===== src/verilog/rcp_pkg.sv =====
// Purpose: Constants for the serial command interpreter of the tag reader.
// Assumes: 10 MHz clock, bytes arrive from a same-clock receiver.
// Notes: Register offsets are APB byte addresses.
// Summary of operation
// - LED override set stops automatic indicator driving; host commands control it.
// - LED g: green on red off, DG; r: red on, DR; n: both off, DN.
// - Settings command takes type and value; applies temporarily, stored copy untouched.
// - Settings byte: gain upper bits, sampling lower; 0x80 is gain 2, sampling 0.
// - Settings command answers D then the received type character.
// - Station-ID query returns the ID, delayed into a slot chosen by the ID.
// - Up to 253 slots, each 6 times 10 bit periods long.
// - Station ID only matters in binary mode; its reply uses version 1 framing.
// - Page lock takes a page byte, only two families; answers k plus page.
// - Lock failure answers C, F, N, O or R.
// - Login takes four password bytes; answers L, X wrong key, N no tag.
// - Select type restricts to one type, answers o plus type, not saved.
// - Type codes are case-sensitive; A is all, h and H differ.
// - Include type adds a type, answers o+ plus type.
// - Exclude type removes a type, answers o- plus type.
// - Noisy flag: only period cancels continuous read, other characters ignored.
package rcp_pkg;
	localparam logic [7:0] OFF_CTRL = 8'h00;
	localparam logic [7:0] OFF_STAT = 8'h04;
	localparam logic [7:0] OFF_IRQ  = 8'h08;
	localparam logic [7:0] OFF_MASK = 8'h0c;
	localparam logic [7:0] OFF_SET  = 8'h10;
	localparam int CTL_LED = 0;
	localparam int CTL_BIN = 1;
	localparam int CTL_NOISY = 2;
	localparam int CTL_ID_LO = 8;
	localparam int CTL_DIV_LO = 16;
	localparam logic [15:0] DIV_RESET = 16'h0411;
	localparam logic [7:0] ID_RESET = 8'h00;
	localparam logic [7:0] SLOT_MAX = 8'hfd;
	localparam int SLOT_BITS = 10;
	localparam int SLOT_CHARS = 6;
	localparam int NTYPE = 7;
	localparam logic [6:0] TYPES_ALL = 7'h7f;
	localparam logic [7:0] SET_RESET = 8'h84;
	localparam int GAIN_HI = 7;
	localparam int GAIN_LO = 6;
	localparam int SAMP_HI = 3;
	localparam int IRQ_DONE = 0;
	localparam int IRQ_BAD = 1;
	localparam int IRQ_STOP = 2;
	localparam logic [7:0] CH_D = 8'h44, CH_G = 8'h47, CH_R = 8'h52, CH_N = 8'h4e;
	localparam logic [7:0] CH_LG = 8'h67, CH_LR = 8'h72, CH_LN = 8'h6e;
	localparam logic [7:0] CH_LD = 8'h64, CH_LK = 8'h6b, CH_LL = 8'h6c, CH_LO = 8'h6f;
	localparam logic [7:0] CH_PLUS = 8'h2b, CH_MINUS = 8'h2d, CH_DOT = 8'h2e;
	localparam logic [7:0] CH_A = 8'h41, CH_U = 8'h55, CH_Z = 8'h5a, CH_T = 8'h54;
	localparam logic [7:0] CH_LH = 8'h68, CH_H = 8'h48, CH_Q = 8'h51;
	localparam logic [7:0] CH_C = 8'h43, CH_F = 8'h46, CH_O = 8'h4f, CH_X = 8'h58;
	localparam logic [7:0] CH_L = 8'h4c, CH_S = 8'h53, CH_QM = 8'h3f;
	localparam logic [2:0] TS_OK = 3'h0, TS_CRC = 3'h1, TS_FAIL = 3'h2, TS_NOTAG = 3'h3;
	localparam logic [2:0] TS_MODE = 3'h4, TS_RANGE = 3'h5, TS_KEY = 3'h6;
	typedef enum logic [2:0] {
		ST_IDLE = 3'b000,
		ST_ARG  = 3'b001,
		ST_EXEC = 3'b010,
		ST_TAG  = 3'b011,
		ST_SLOT = 3'b100,
		ST_SEND = 3'b101
	} rcp_state_e;
endpackage : rcp_pkg


===== src/verilog/rcp_parser.sv =====
// Purpose: Command interpreter: LED, tag settings, station ID, lock, login, type set.
// Assumes: Byte link and tag engine on clk; one command in flight at a time.
// Notes: Bytes arriving while a command runs are dropped.
//
// The APB slave port and the placing of the registers were left to the implementer.
`timescale 1ns/1ps
module rcp_parser
	import rcp_pkg::*;
(
	input  wire logic        clk,
	input  wire logic        rst,
	input  wire logic        psel,
	input  wire logic        penable,
	input  wire logic        pwrite,
	input  wire logic [7:0]  paddr,
	input  wire logic [31:0] pwdata,
	output logic [31:0]      prdata,
	output logic             pready,
	output logic             pslverr,
	input  wire logic        rxValid,
	input  wire logic [7:0]  rxData,
	output logic             txValid,
	output logic [7:0]       txData,
	input  wire logic        txReady,
	output logic             txFrameV1,
	input  wire logic        tagActivity,
	input  wire logic        contActive,
	output logic             contStop,
	output logic             tagReq,
	output logic             tagLock,
	output logic [31:0]      tagArg,
	input  wire logic        tagDone,
	input  wire logic [2:0]  tagStatus,
	input  wire logic [7:0]  tagPresent,
	output logic             ledGreen,
	output logic             ledRed,
	output logic [6:0]       typeMask,
	output logic [1:0]       curGain,
	output logic [3:0]       curSample,
	output logic             irq
);
	function automatic logic [3:0] typeIndex(input logic [7:0] c);
		case (c)
			CH_U:    typeIndex = 4'h8;
			CH_Z:    typeIndex = 4'h9;
			CH_T:    typeIndex = 4'ha;
			CH_LH:   typeIndex = 4'hb;
			CH_H:    typeIndex = 4'hc;
			CH_Q:    typeIndex = 4'hd;
			CH_R:    typeIndex = 4'he;
			default: typeIndex = 4'h0;
		endcase
	endfunction : typeIndex

	rcp_state_e  state;
	logic [31:0] ctrl;
	logic [2:0]  irqStat;
	logic [2:0]  irqMask;
	logic [7:0]  cmd;
	logic [2:0]  need;
	logic [2:0]  argCnt;
	logic [7:0]  args [0:3];
	logic [7:0]  reply [0:3];
	logic [2:0]  replyLen;
	logic [2:0]  sendIdx;
	logic [7:0]  settings [0:NTYPE-1];
	logic [2:0]  typeSel;
	logic [7:0]  slotLeft;
	logic [23:0] cycLeft;
	logic        idReply;
	logic        evBad;
	logic        evStop;

	wire         ledOverride = ctrl[CTL_LED];
	wire         binMode = ctrl[CTL_BIN];
	wire         noisy = ctrl[CTL_NOISY];
	wire [7:0]   stationId = ctrl[CTL_ID_LO +: 8];
	wire [15:0]  baudDiv = ctrl[CTL_DIV_LO +: 16];
	wire [23:0]  slotCycles = baudDiv * 8'(SLOT_BITS * SLOT_CHARS);
	wire [7:0]   slotCount = (stationId > SLOT_MAX) ? SLOT_MAX : stationId;
	wire         apbSetup = psel && !penable;
	wire         apbAcc = psel && penable;
	wire         mapped = paddr == OFF_CTRL || paddr == OFF_STAT || paddr == OFF_IRQ
		|| paddr == OFF_MASK || paddr == OFF_SET;
	wire         irqRead = apbAcc && !pwrite && paddr == OFF_IRQ;
	wire         rxIdle = rxValid && state == ST_IDLE;
	wire         stopChar = !noisy || rxData == CH_DOT;
	wire [3:0]   ti0 = typeIndex(args[0]);
	wire [3:0]   ti1 = typeIndex(args[1]);
	wire         isLed = args[0] == CH_LG || args[0] == CH_LR || args[0] == CH_LN;
	wire         isSub = args[0] == CH_PLUS || args[0] == CH_MINUS;
	wire         lockOk = tagPresent == CH_Q || tagPresent == CH_R || tagPresent == 8'h00;
	wire         execD = state == ST_EXEC && cmd == CH_LD;
	wire         execO = state == ST_EXEC && cmd == CH_LO;
	wire         txFire = txValid && txReady;
	wire         lastByte = txFire && sendIdx == replyLen - 3'd1;
	// Events of this cycle join the status read, so a read-clear cannot swallow them
	wire [2:0]   irqEvents = {evStop, evBad, lastByte};

	always_ff @(posedge clk) begin
		if (rst) begin
			state <= ST_IDLE;
		end else begin
			case (state)
				ST_IDLE: begin
					if (rxValid && contActive) begin
						if (stopChar) state <= ST_SEND;
					end else if (rxValid) begin
						if (rxData == CH_LG) state <= binMode ? ST_SLOT : ST_SEND;
						else if (rxData == CH_LD || rxData == CH_LK || rxData == CH_LL
							|| rxData == CH_LO) state <= ST_ARG;
						else state <= ST_SEND;
					end
				end
				ST_ARG: begin
					if (rxValid && argCnt + 3'd1 == need) state <= ST_EXEC;
				end
				ST_EXEC: begin
					if ((cmd == CH_LD && need == 3'd1 && !isLed && ti0[3])
						|| (cmd == CH_LO && need == 3'd1 && isSub)) state <= ST_ARG;
					else if ((cmd == CH_LK && lockOk) || cmd == CH_LL) state <= ST_TAG;
					else state <= ST_SEND;
				end
				ST_TAG: if (tagDone) state <= ST_SEND;
				ST_SLOT: if (slotLeft == 8'h00 && cycLeft == 24'h0) state <= ST_SEND;
				ST_SEND: if (lastByte) state <= ST_IDLE;
				default: state <= ST_IDLE;
			endcase
		end
	end

	always_ff @(posedge clk) begin
		if (rst) begin
			cmd <= 8'h00;
			need <= 3'd0;
			argCnt <= 3'd0;
		end else if (rxIdle) begin
			cmd <= rxData;
			need <= (rxData == CH_LL) ? 3'd4 : 3'd1;
			argCnt <= 3'd0;
		end else if (state == ST_ARG && rxValid) begin
			args[argCnt[1:0]] <= rxData;
			argCnt <= argCnt + 3'd1;
		end else if (state == ST_EXEC && need == 3'd1 && ((cmd == CH_LD && !isLed && ti0[3])
			|| (cmd == CH_LO && isSub))) begin
			need <= 3'd2;
		end
	end

	// Slot countdown runs only in binary mode; ASCII mode answers at once
	always_ff @(posedge clk) begin
		if (rst) begin
			slotLeft <= 8'h00;
			cycLeft <= 24'h0;
		end else if (rxIdle && !contActive && rxData == CH_LG) begin
			slotLeft <= slotCount;
			cycLeft <= 24'h0;
		end else if (state == ST_SLOT && cycLeft != 24'h0) begin
			cycLeft <= cycLeft - 24'h1;
		end else if (state == ST_SLOT && slotLeft != 8'h00) begin
			slotLeft <= slotLeft - 8'h01;
			cycLeft <= slotCycles - 24'h1;
		end
	end

	// Reply builder: every path into sending loads exactly one answer
	always_ff @(posedge clk) begin
		if (rst) begin
			replyLen <= 3'd0;
			idReply <= 1'b0;
			evBad <= 1'b0;
			evStop <= 1'b0;
		end else begin
			evBad <= 1'b0;
			evStop <= 1'b0;
			if (rxIdle && contActive) begin
				if (stopChar) begin
					reply[0] <= CH_S;
					replyLen <= 3'd1;
					evStop <= 1'b1;
				end
			end else if (rxIdle) begin
				idReply <= rxData == CH_LG;
				reply[0] <= (rxData == CH_LG) ? stationId : CH_QM;
				replyLen <= 3'd1;
				evBad <= rxData != CH_LG && rxData != CH_LD && rxData != CH_LK
					&& rxData != CH_LL && rxData != CH_LO;
			end else if (execD && (need == 3'd2 || isLed)) begin
				reply[0] <= CH_D;
				reply[1] <= isLed ? args[0] - 8'h20 : args[0];
				replyLen <= 3'd2;
			// First pass of a settings command only collects the type; not a refusal
			end else if ((execD && !ti0[3]) || (execO && !isSub && !ti0[3] && args[0] != CH_A)
				|| (execO && need == 3'd2 && !ti1[3] && args[1] != CH_A)) begin
				reply[0] <= CH_QM;
				replyLen <= 3'd1;
				evBad <= 1'b1;
			end else if (execO && !isSub) begin
				reply[0] <= CH_LO;
				reply[1] <= args[0];
				replyLen <= 3'd2;
			end else if (execO && need == 3'd2) begin
				reply[0] <= CH_LO;
				reply[1] <= args[0];
				reply[2] <= args[1];
				replyLen <= 3'd3;
			end else if (state == ST_EXEC && cmd == CH_LK && !lockOk) begin
				reply[0] <= CH_O;
				replyLen <= 3'd1;
			end else if (state == ST_TAG && tagDone) begin
				replyLen <= 3'd1;
				case (tagStatus)
					TS_OK: begin
						reply[0] <= tagLock ? CH_LK : CH_L;
						reply[1] <= args[0];
						replyLen <= tagLock ? 3'd2 : 3'd1;
					end
					TS_CRC:   reply[0] <= CH_C;
					TS_FAIL:  reply[0] <= CH_F;
					TS_NOTAG: reply[0] <= CH_N;
					TS_MODE:  reply[0] <= CH_O;
					TS_RANGE: reply[0] <= CH_R;
					TS_KEY:   reply[0] <= CH_X;
					default:  reply[0] <= CH_F;
				endcase
			end
		end
	end

	always_ff @(posedge clk) begin
		if (rst) begin
			txValid <= 1'b0;
			txData <= 8'h00;
			sendIdx <= 3'd0;
			txFrameV1 <= 1'b0;
		end else if (state == ST_SEND && !txValid) begin
			txValid <= 1'b1;
			txData <= reply[sendIdx[1:0]];
			txFrameV1 <= idReply && binMode;
		end else if (txFire) begin
			txValid <= 1'b0;
			sendIdx <= lastByte ? 3'd0 : sendIdx + 3'd1;
		end
	end

	always_ff @(posedge clk) begin
		if (rst) begin
			tagReq <= 1'b0;
			tagLock <= 1'b0;
			tagArg <= 32'h0;
		end else begin
			tagReq <= state == ST_EXEC && ((cmd == CH_LK && lockOk) || cmd == CH_LL);
			if (state == ST_EXEC) begin
				tagLock <= cmd == CH_LK;
				tagArg <= {args[0], args[1], args[2], args[3]};
			end
		end
	end

	// Temporary settings only; the stored copy lives outside this block
	always_ff @(posedge clk) begin
		if (rst) begin
			for (int i = 0; i < NTYPE; i++) settings[i] <= SET_RESET;
			typeSel <= 3'd0;
			typeMask <= TYPES_ALL;
			curGain <= SET_RESET[GAIN_HI:GAIN_LO];
			curSample <= SET_RESET[SAMP_HI:0];
		end else begin
			if (execD && need == 3'd2) begin
				settings[ti0[2:0]] <= args[1];
				if (ti0[2:0] == typeSel) begin
					curGain <= args[1][GAIN_HI:GAIN_LO];
					curSample <= args[1][SAMP_HI:0];
				end
			end
			if (execO && !isSub && args[0] == CH_A) begin
				typeMask <= TYPES_ALL;
			end else if (execO && !isSub && ti0[3]) begin
				typeMask <= 7'(1) << ti0[2:0];
				typeSel <= ti0[2:0];
				curGain <= settings[ti0[2:0]][GAIN_HI:GAIN_LO];
				curSample <= settings[ti0[2:0]][SAMP_HI:0];
			end else if (execO && need == 3'd2 && args[1] == CH_A) begin
				typeMask <= (args[0] == CH_PLUS) ? TYPES_ALL : 7'h00;
			end else if (execO && need == 3'd2 && ti1[3]) begin
				if (args[0] == CH_PLUS) typeMask <= typeMask | (7'(1) << ti1[2:0]);
				else typeMask <= typeMask & ~(7'(1) << ti1[2:0]);
			end
		end
	end

	always_ff @(posedge clk) begin
		if (rst) begin
			ledGreen <= 1'b0;
			ledRed <= 1'b0;
			contStop <= 1'b0;
		end else begin
			contStop <= rxIdle && contActive && stopChar;
			if (!ledOverride) begin
				ledGreen <= tagActivity;
				ledRed <= 1'b0;
			end else if (execD && isLed && need == 3'd1) begin
				ledGreen <= args[0] == CH_LG;
				ledRed <= args[0] == CH_LR;
			end
		end
	end

	always_ff @(posedge clk) begin
		if (rst) begin
			ctrl <= {DIV_RESET, ID_RESET, 8'h00};
			irqMask <= 3'b000;
			irqStat <= 3'b000;
			irq <= 1'b0;
			pready <= 1'b0;
			pslverr <= 1'b0;
			prdata <= 32'h0;
		end else begin
			pready <= apbSetup;
			pslverr <= apbSetup && !mapped;
			if (apbSetup && !pwrite) begin
				case (paddr)
					OFF_CTRL: prdata <= ctrl;
					OFF_STAT: prdata <= {16'h0, 1'b0, typeMask, 3'b000, state, ledRed, ledGreen};
					OFF_IRQ:  prdata <= {29'h0, irqStat | irqEvents};
					OFF_MASK: prdata <= {29'h0, irqMask};
					OFF_SET:  prdata <= {24'h0, settings[typeSel]};
					default:  prdata <= 32'h0;
				endcase
			end
			if (apbAcc && pwrite && paddr == OFF_CTRL) ctrl <= pwdata;
			if (apbAcc && pwrite && paddr == OFF_MASK) irqMask <= pwdata[2:0];
			// Set wins over the read clear so no event is lost
			irqStat <= (irqRead ? 3'b000 : irqStat)
				| irqEvents;
			irq <= |(irqStat & irqMask);
		end
	end

	a_led_auto: assert property (@(posedge clk) disable iff (rst)
		!ledOverride && tagActivity |=> ledGreen && !ledRed)
		else $error("Indicator not following activity");
	a_led_cmd: assert property (@(posedge clk) disable iff (rst)
		ledOverride && execD && need == 3'd1 && args[0] == CH_LR |=> ledRed && !ledGreen)
		else $error("Red request not applied");
	a_gain_decode: assert property (@(posedge clk) disable iff (rst)
		execD && need == 3'd2 && args[1] == 8'h80 && ti0[2:0] == typeSel
		|=> curGain == 2'd2 && curSample == 4'd0)
		else $error("Settings byte decoded wrong");
	a_set_reply: assert property (@(posedge clk) disable iff (rst)
		execD && need == 3'd2 && ti0[3] |=> reply[0] == CH_D && reply[1] == $past(args[0]))
		else $error("Settings answer wrong");
	a_slot_hold: assert property (@(posedge clk) disable iff (rst)
		state == ST_SLOT && slotLeft != 8'h00 |=> state == ST_SLOT)
		else $error("Slotted answer left early");
	a_id_frame: assert property (@(posedge clk) disable iff (rst)
		state == ST_SEND && !txValid && idReply && binMode |=> txValid && txFrameV1)
		else $error("Station reply not in version 1 framing");
	a_lock_mode: assert property (@(posedge clk) disable iff (rst)
		state == ST_EXEC && cmd == CH_LK && !lockOk |=> !tagReq && reply[0] == CH_O)
		else $error("Unsupported lock not refused");
	a_type_case: assert property (@(posedge clk) disable iff (rst)
		execO && !isSub && args[0] == CH_LH |=> typeMask == 7'h08)
		else $error("Lower-case type mapped wrong");
	a_noisy_ignore: assert property (@(posedge clk) disable iff (rst)
		rxIdle && contActive && noisy && rxData != CH_DOT |=> !contStop ##1 state == ST_IDLE)
		else $error("Noisy mode reacted to a character");
	a_one_answer: assert property (@(posedge clk) disable iff (rst)
		lastByte |=> state == ST_IDLE && !txValid)
		else $error("Answer did not end cleanly");
	a_settings_quiet: assert property (@(posedge clk) disable iff (rst)
		execD && need == 3'd1 && !isLed && ti0[3] |=> !evBad)
		else $error("Settings type byte raised a refusal");
endmodule : rcp_parser


===== config.mk =====
export PLATFORM = sky130hd
export DESIGN_NAME = rcp_parser
export DESIGN_NICKNAME = d
export VERILOG_FILES = /design/src/verilog/rcp_pkg.sv /design/src/verilog/rcp_parser.sv
export SDC_FILE = /design/constraint.sdc
export NUM_CORES = 1
export LEC_CHECK = 0
export BUFFER_PORTS_ARGS = -buffer_cell sky130_fd_sc_hd__buf_2
export CAP_MARGIN = 20
export CORE_MARGIN = 4
export CORE_UTILIZATION = 54
export DETAILED_ROUTE_END_ITERATION = 10
export PLACE_DENSITY = 0.74
export SETUP_SLACK_MARGIN = 0.3
export SLEW_MARGIN = 40
export SYNTH_ARGS = -nofsm -noshare
export SYNTH_HDL_FRONTEND = slang
export SYNTH_SLANG_ARGS = --single-unit

===== constraint.sdc =====
create_clock -name clk -period 4.85 [get_ports clk]
set_input_delay 0.97 -clock clk [delete_from_list [all_inputs] [get_ports clk]]
set_output_delay 0.97 -clock clk [all_outputs]
set_load 0.03 [all_outputs]

==> results of run 1 <==
## registers in the layout, summed over array words and instances (netlist names), 8 cells and up, named ones only
signal,count
args,32
ctrl,32
cmd,8
tagArg,32
reply,24
txData,8
prdata,32
cycLeft,24
settings,64
slotLeft,8
## report_power, final
group | total (mW) | internal (mW) | switching (mW)
combinational | 1.69 | 0.598 | 1.10
clock | 2.75 | 1.63 | 1.11
sequential | 3.13 | 2.93 | 0.201
## how the worst max path moves through the flow
| stage | slack [ps] | startpoint | end | cells after the start |
|---|---|---|---|---|
| after floorplan | 530 | ctrl[17] | cycLeft[18] | 13 |
| after global placement | 340 | ctrl[18] | cycLeft[18] | 13 |
| after detailed placement | 240 | ctrl[17] | cycLeft[18] | 13 |
| after CTS | 310 | ctrl[16] | cycLeft[18] | 11 |
| after global routing | 320 | ctrl[17] | cycLeft[18] | 13 |
| final | 480 | ctrl[20] | cycLeft[18] | 13 |
## logic make-up (layout without fill, tap and decap cells)
logic type      count (synthesis)  after routing  synth area share, %
compound gates                440            440                 16.6
xor+xnor                       42             42                 2.21
fa+ha+maj                      64             64                 6.11
buf+inv                       173            332                 3.94
flops                         316            316                 44.6
mux                            61             61                 4.92
other cells                     1              8               0.0225
simple gates                  744            744                 21.7
## final cells by class
type                       instances  area [um^2]  share of cell area [%]
inverter                          73          274                    1.43
sequential                       316         7430                    38.8
clock inverter                    19          220                    1.15
timing repair buffer             196         1070                    5.59
clock buffer                      44          961                    5.02
multi-input combinational       1359         8690                    45.4
tap                              396          495                    2.59
## repair_timing
item / in CTS / in global routing
endpoints found under the setup margin: 1 / 5
resized for setup: 3 / 14
endpoints found under the hold margin: 0 / 0
buffers inserted: 0 / 1
pin swaps: 1 / 3
## cell usage in the layout (no fill, tap or decap), types with 16 or more instances in the layout
| cell | instances |
|---|---|
| mux4_2 | 16 |
| buf_4 | 33 |
| dfxtp_1 | 202 |
| clkbuf_16 | 36 |
| xnor2_1 | 25 |
| inv_1 | 69 |
| ha_1 | 32 |
| buf_2 | 162 |
| fa_1 | 29 |
| nand3_1 | 48 |
| nor3_1 | 49 |
| and2_1 | 45 |
| a221oi_1 | 22 |
| mux2i_1 | 38 |
| nor4_1 | 18 |
| nor2_1 | 152 |
| xor2_1 | 17 |
| a21oi_1 | 186 |
| nand2_1 | 275 |
| edfxtp_1 | 110 |
| o21ai_0 | 65 |
| a31oi_1 | 16 |
| nand2b_1 | 23 |
## metrics by stage
step	area (um^2)	setup slack (ps)	hold slack (ps)	util, %	power [mW]
floorplan	16700	533	424	-	4.37
detailed placement	17900	237	441	58.6	4.83
finish	19100	482	447	62.7	7.57
CTS	19100	307	450	62.5	7.55
global route	19100	318	471	62.7	7.92
global placement	17900	344	436	58.6	4.77
## critical path, cell delays in order, from the launching register on
cell       delay [ps]
dfxtp_1           360
inv_2              90
fa_1              520
fa_1              520
inv_1              40
ha_1              420
xor2_1            200
a2111oi_0         440
a31o_2            190
o21bai_1           80
or3_4             360
or4_4             450
a22o_1            210
or3_1             350
## routing by layer
metal | routed length (um) | global-route usage (%)
met1 | 19100 | 35.1
met3 | 3640 | 4.95
met5 | 29 | 0
met2 | 23100 | 46.3
met4 | 2370 | 12.9
## cells in the mapped netlist, drive strengths merged, types with 14 or more instances
cell      n  area (um^2)
mux2i    38          380
nand4    15         93.8
a21oi   187          936
and2     45          282
nor4     22          156
mux4     16          360
edfxtp  110         3300
nand3    48          240
inv      72          270
clkbuf   85          319
nor3b    17          133
nand2b   23          144
nor3     49          245
a21o     16          121
o21ai    69          345
or2      15         93.8
nor2    155          582
xor2     17          149
nor2b    14         87.6
dfxtp   206         4120
a221oi   22          193
buf      15         63.8
xnor2    25          219
ha       35          438
a31oi    16          100
fa       29          581
o22ai    14         87.6
a211oi   18          158
or3      16          105
nand2   275         1030
==> impl_metrics.py, run 1 <==
metrics = {
    "placement": {
        "placed_cells": 2339,
        "portBuffers": 163,
        "dp_hpwl_mm": 34.4,
        "place_congestion": 0.884,
    },
    "timing": {
        "rsz0062_at_grt": "no",
        "setup_viol": 0,
        "relSlewSlack_pct": 42.7,
        "max_freq_mhz": 229,
        "setup_tns_ps": 0,
        "finClkSkew_ps": 18.4,
        "timing.final.hold_violations": 0,
        "period_needed_ps": 4370,
        "final_max_slew_viol_count": 0,
        "period_share_pct": 90.1,
        "tightest_slew_ps": 858,
    },
    "floorplan": {
        "dieArea_mm2": 0.0337,
        "num_io_pins": 164,
        "die_x_um": 184,
        "row_count": 64,
        "die_height_um": 184,
        "core_area_mm2": 0.0305,
        "start_util_pct": 54.6,
    },
    "clocking": {
        "clock_latency_ps": 530,
        "cts_hold_buf": 0,
        "cts_tree": "built",
        "htreeDepth": 2,
        "clk_root_buffer_cell": "clkbuf_16",
        "clk_pin_slew_ps": 60,
        "clockBufferDepth": 3,
        "cts_sinks": 316,
        "cts-buffers-inserted": 35,
    },
    "setup_path": {
        "cp-start-kind": "register",
        "end_kind": "register",
        "rr_endpoint": "cycLeft[18]",
        "crit_required_ps": 5240,
        "path_class": "register to register",
        "crit_arrival_ps": 4760,
        "rrSetupSlack_ps": 480,
        "cp_max_fo": 11,
        "reg2reg_depth": 13,
        "worstReg2RegStart": "ctrl[20]",
    },
    "outcome": {
        "outcome": "finished, final reports clean",
    },
    "job": {
        "drv_cap": 0,
    },
    "synth": {
        "synth_ff_type": "dfxtp_1",
        "ys_ff_latch": 316,
        "syn_area_mm2": 0.0167,
        "yosysUniqueCellTypes": 80,
        "syn_area_per_cell_um2": 9.05,
        "synth-async-reset-ratio_pct": 0,
        "yosysWarningCount": 0,
        "netlist_instances": 1841,
        "yosysSeqAreaShare_pct": 44.6,
        "synth_edf_count": 110,
    },
    "drt": {
        "vias": 14692,
        "wire_per_inst_um": 20.1,
        "firstDrtPassIters": 6,
        "first_iter_violations": 1286,
        "wirelength_mm": 48.3,
        "ant_nets": 0,
        "vias_per_cell": 6.11,
        "drc_errors": 0,
    },
    "hold_path": {
        "hp-start": "prdata[22]",
        "hp-class": "register to register",
        "worst_hold_path.endpoint": "prdata[22]",
        "whs_path_depth": 2,
    },
    "final_layout": {
        "nets": 2114,
        "stdcell_count": 2403,
        "areaGrowthSynthToFinish_pct": 14.8,
        "antenna_cells": 0,
        "fill_cells": 2548,
        "final_layout_size_suffix_gt1_share_pct": 16.9,
    },
    "global_routing": {
        "grt_overflow": 0,
        "grt_pass1_wl_mm": 74.9,
        "grt_usage_pct": 27.7,
        "grt_max_degree": 74,
        "grt_antenna_before_repair": 2,
        "grt_pass1_vias": 14097,
    },
    "power_and_ir_drop": {
        "p_per_area_mw_per_mm2": 396,
        "leakage_nw": 7.19,
        "peakVddDrop_mv": 0.288,
    },
}
Power figures use the tool's default switching activity.
==> run 2, diff against run 1 <==
- GPL_TIMING_DRIVEN: not set -> 0
==> run 2 against run 1 <==
  * Register-to-register slack got worse by 40 ps
  * Largest cell class unchanged
  * Via count grew 2.9%
  * Sequential share of layout area is 0.34 points lower
  * Critical endpoint unchanged
  * Clock power fell by 3%
  * Sequential cell count unchanged
==> impl_metrics.py, run 2 (synthesized netlist as in run 1, its figures left out) <==
metrics = {
    "timing": {
        "timing.final.hold_violations": 0,
        "setup_viol": 0,
        "tightest_slew_ps": 890,
        "timing.hold.ws_ps": 447,
        "max_freq_mhz": 227,
        "rsz0062_at_grt": "no",
        "final_max_slew_viol_count": 0,
        "setup_ws_ps": 437,
        "period_share_pct": 91.0,
        "relSlewSlack_pct": 40.7,
        "finClkSkew_ps": 24.1,
        "setup_tns_ps": 0,
        "period_needed_ps": 4410,
    },
    "setup_path": {
        "path_class": "register to register",
        "critical_path.endpoint": "cycLeft[18]",
        "end_kind": "register",
        "crit_arrival_ps": 4810,
        "cp_common_cell": "fa_1",
        "crit_cells": 13,
        "rr_endpoint": "cycLeft[18]",
        "worstReg2RegStart": "ctrl[19]",
        "crit_path_start": "ctrl[19]",
        "path_cells": "inv_2 > fa_1 > fa_1 > inv_1 > ha_2 > o21ai_2 > o2111a_1 > a311o_1 > o21bai_1 > or3_4 > or4_4 > a22o_1 > or3_1",
        "path_buf_inv": 2,
        "cp-start-kind": "register",
        "worst_path_max_delay_cell": "fa_1",
        "reg2reg_depth": 13,
        "rrSetupSlack_ps": 440,
        "cp_max_fo": 8,
        "crit_required_ps": 5250,
        "max_stage_delay_ps": 540,
        "critPathTopFamily": "adder cells",
    },
    "power_and_ir_drop": {
        "peakVddDrop_mv": 0.296,
        "p_per_area_mw_per_mm2": 389,
        "leakage_nw": 7.15,
        "power_mw": 7.52,
    },
    "clocking": {
        "cts_sinks": 316,
        "cts-buffers-inserted": 35,
        "clockBufferDepth": 3,
        "htreeDepth": 2,
        "clk_root_buffer_cell": "clkbuf_16",
        "cts_hold_buf": 0,
        "clock_latency_ps": 540,
        "cts_tree": "built",
        "clk_pin_slew_ps": 60,
    },
    "hold_path": {
        "hp-class": "register to register",
        "whs_path_depth": 2,
    },
    "outcome": {
        "outcome": "finished, final reports clean",
    },
    "floorplan": {
        "row_count": 64,
        "die_x_um": 184,
        "dieArea_mm2": 0.0337,
        "core_area_mm2": 0.0305,
        "die_height_um": 184,
        "num_io_pins": 164,
        "start_util_pct": 54.6,
    },
    "drt": {
        "firstDrtPassIters": 9,
        "wirelength_mm": 52.1,
        "vias": 15116,
        "vias_per_cell": 6.11,
        "wire_per_inst_um": 21.1,
        "first_iter_violations": 1533,
        "drc_errors": 0,
        "ant_nets": 0,
    },
    "final_layout": {
        "final-seq-area_mm2": 0.00744,
        "areaGrowthSynthToFinish_pct": 16.0,
        "final_cell_mix": "275 x nand2_1, 201 x dfxtp_1, 185 x a21oi_1",
        "largest_reg_flops": 64,
        "mostFrequentLayoutCell": "nand2_1",
        "multi_input_area_mm2": 0.00872,
        "fill_cells": 2632,
        "final_layout_size_suffix_gt1_share_pct": 15.7,
        "largest-register": "settings",
        "nets": 2182,
    },
    "global_routing": {
        "grt_pass1_vias": 14222,
        "grt_overflow": 0,
        "grt_max_degree": 17,
        "grt_antenna_before_repair": 1,
        "grt_usage_pct": 29.9,
        "grt_pass1_wl_mm": 79.3,
    },
    "placement": {
        "pre_cts_slack_ps": 38.0,
        "portBuffers": 160,
        "dp_hpwl_mm": 38.6,
        "place_congestion": 0.972,
    },
    "job": {
        "drv_cap": 0,
    },
}
[run 2: cell count changes in the layout (fill, tap and decap cells not counted), sizes merged]
| cell | delta |
|---|---|
| buf | -19 |
| bufinv | -2 |
| clkbuf | +85 |
| clkdlybuf4s18 | +1 |
| clkinv | -2 |
| clkinvlp | +5 |
| diode | +3 |
[run 2: final cells by class]
class,count,share of cell area [%]
buffer,100,2.03
clock buffer,43,4.95
timing repair buffer,164,4.31
inverter,73,1.42
multi-input combinational,1359,45.1
tap,396,2.56
sequential,316,38.5
clock inverter,20,1.07
antenna,3,0.0388
[run 2: repair_timing]
action | CTS | global route
resized for setup | 10 | 21
pin swaps | 1 | 4
setup buffers | 1 | 2
hold endpoints to repair | 0 | 0
setup endpoints to repair | 7 | 9
[run 2: layer usage]
| metal | GRT usage [%] | routed length [um] |
|---|---|---|
| met3 | 4.33 | 4010 |
| met4 | 12.2 | 2200 |
| met1 | 39.3 | 21000 |
| met2 | 49.9 | 24900 |
| met5 | 0 | 0 |
[run 2: per-stage QoR]
stage | cells | cell area (um^2) | utilization, %
floorplan | 1848 | 16700 | -
global placement | 2404 | 18000 | 59.0
detailed placement | 2405 | 18000 | 59.1
CTS | 2469 | 19200 | 63.1
global route | 2472 | 19300 | 63.3
finish | 2474 | 19300 | 63.3
[run 2: worst min-delay path by stage]
stage                from           to  slack, ps
3_3_place_gp   prdata[27]   prdata[27]        440
3_5_place_dp   prdata[27]   prdata[27]        440
6_report       prdata[17]   prdata[17]        450
2_1_floorplan  args[1][2]  reply[2][2]        420
4_1_cts        prdata[17]   prdata[17]        450
5_1_grt        prdata[18]   prdata[18]        470
[run 2: power by group]
| part | internal, mW | total, mW | switching (mW) |
|---|---|---|---|
| combinational | 0.609 | 1.74 | 1.13 |
| sequential | 2.93 | 3.10 | 0.171 |
| clock | 1.53 | 2.68 | 1.15 |
| total | 5.07 | 7.52 | 2.45 |
[run 2: tightest hold or removal path: cells and delay by family, from the launching register on]
family          cells  cell delay (ps)
compound gates      1               50
simple gates        1               50
flops               1              300
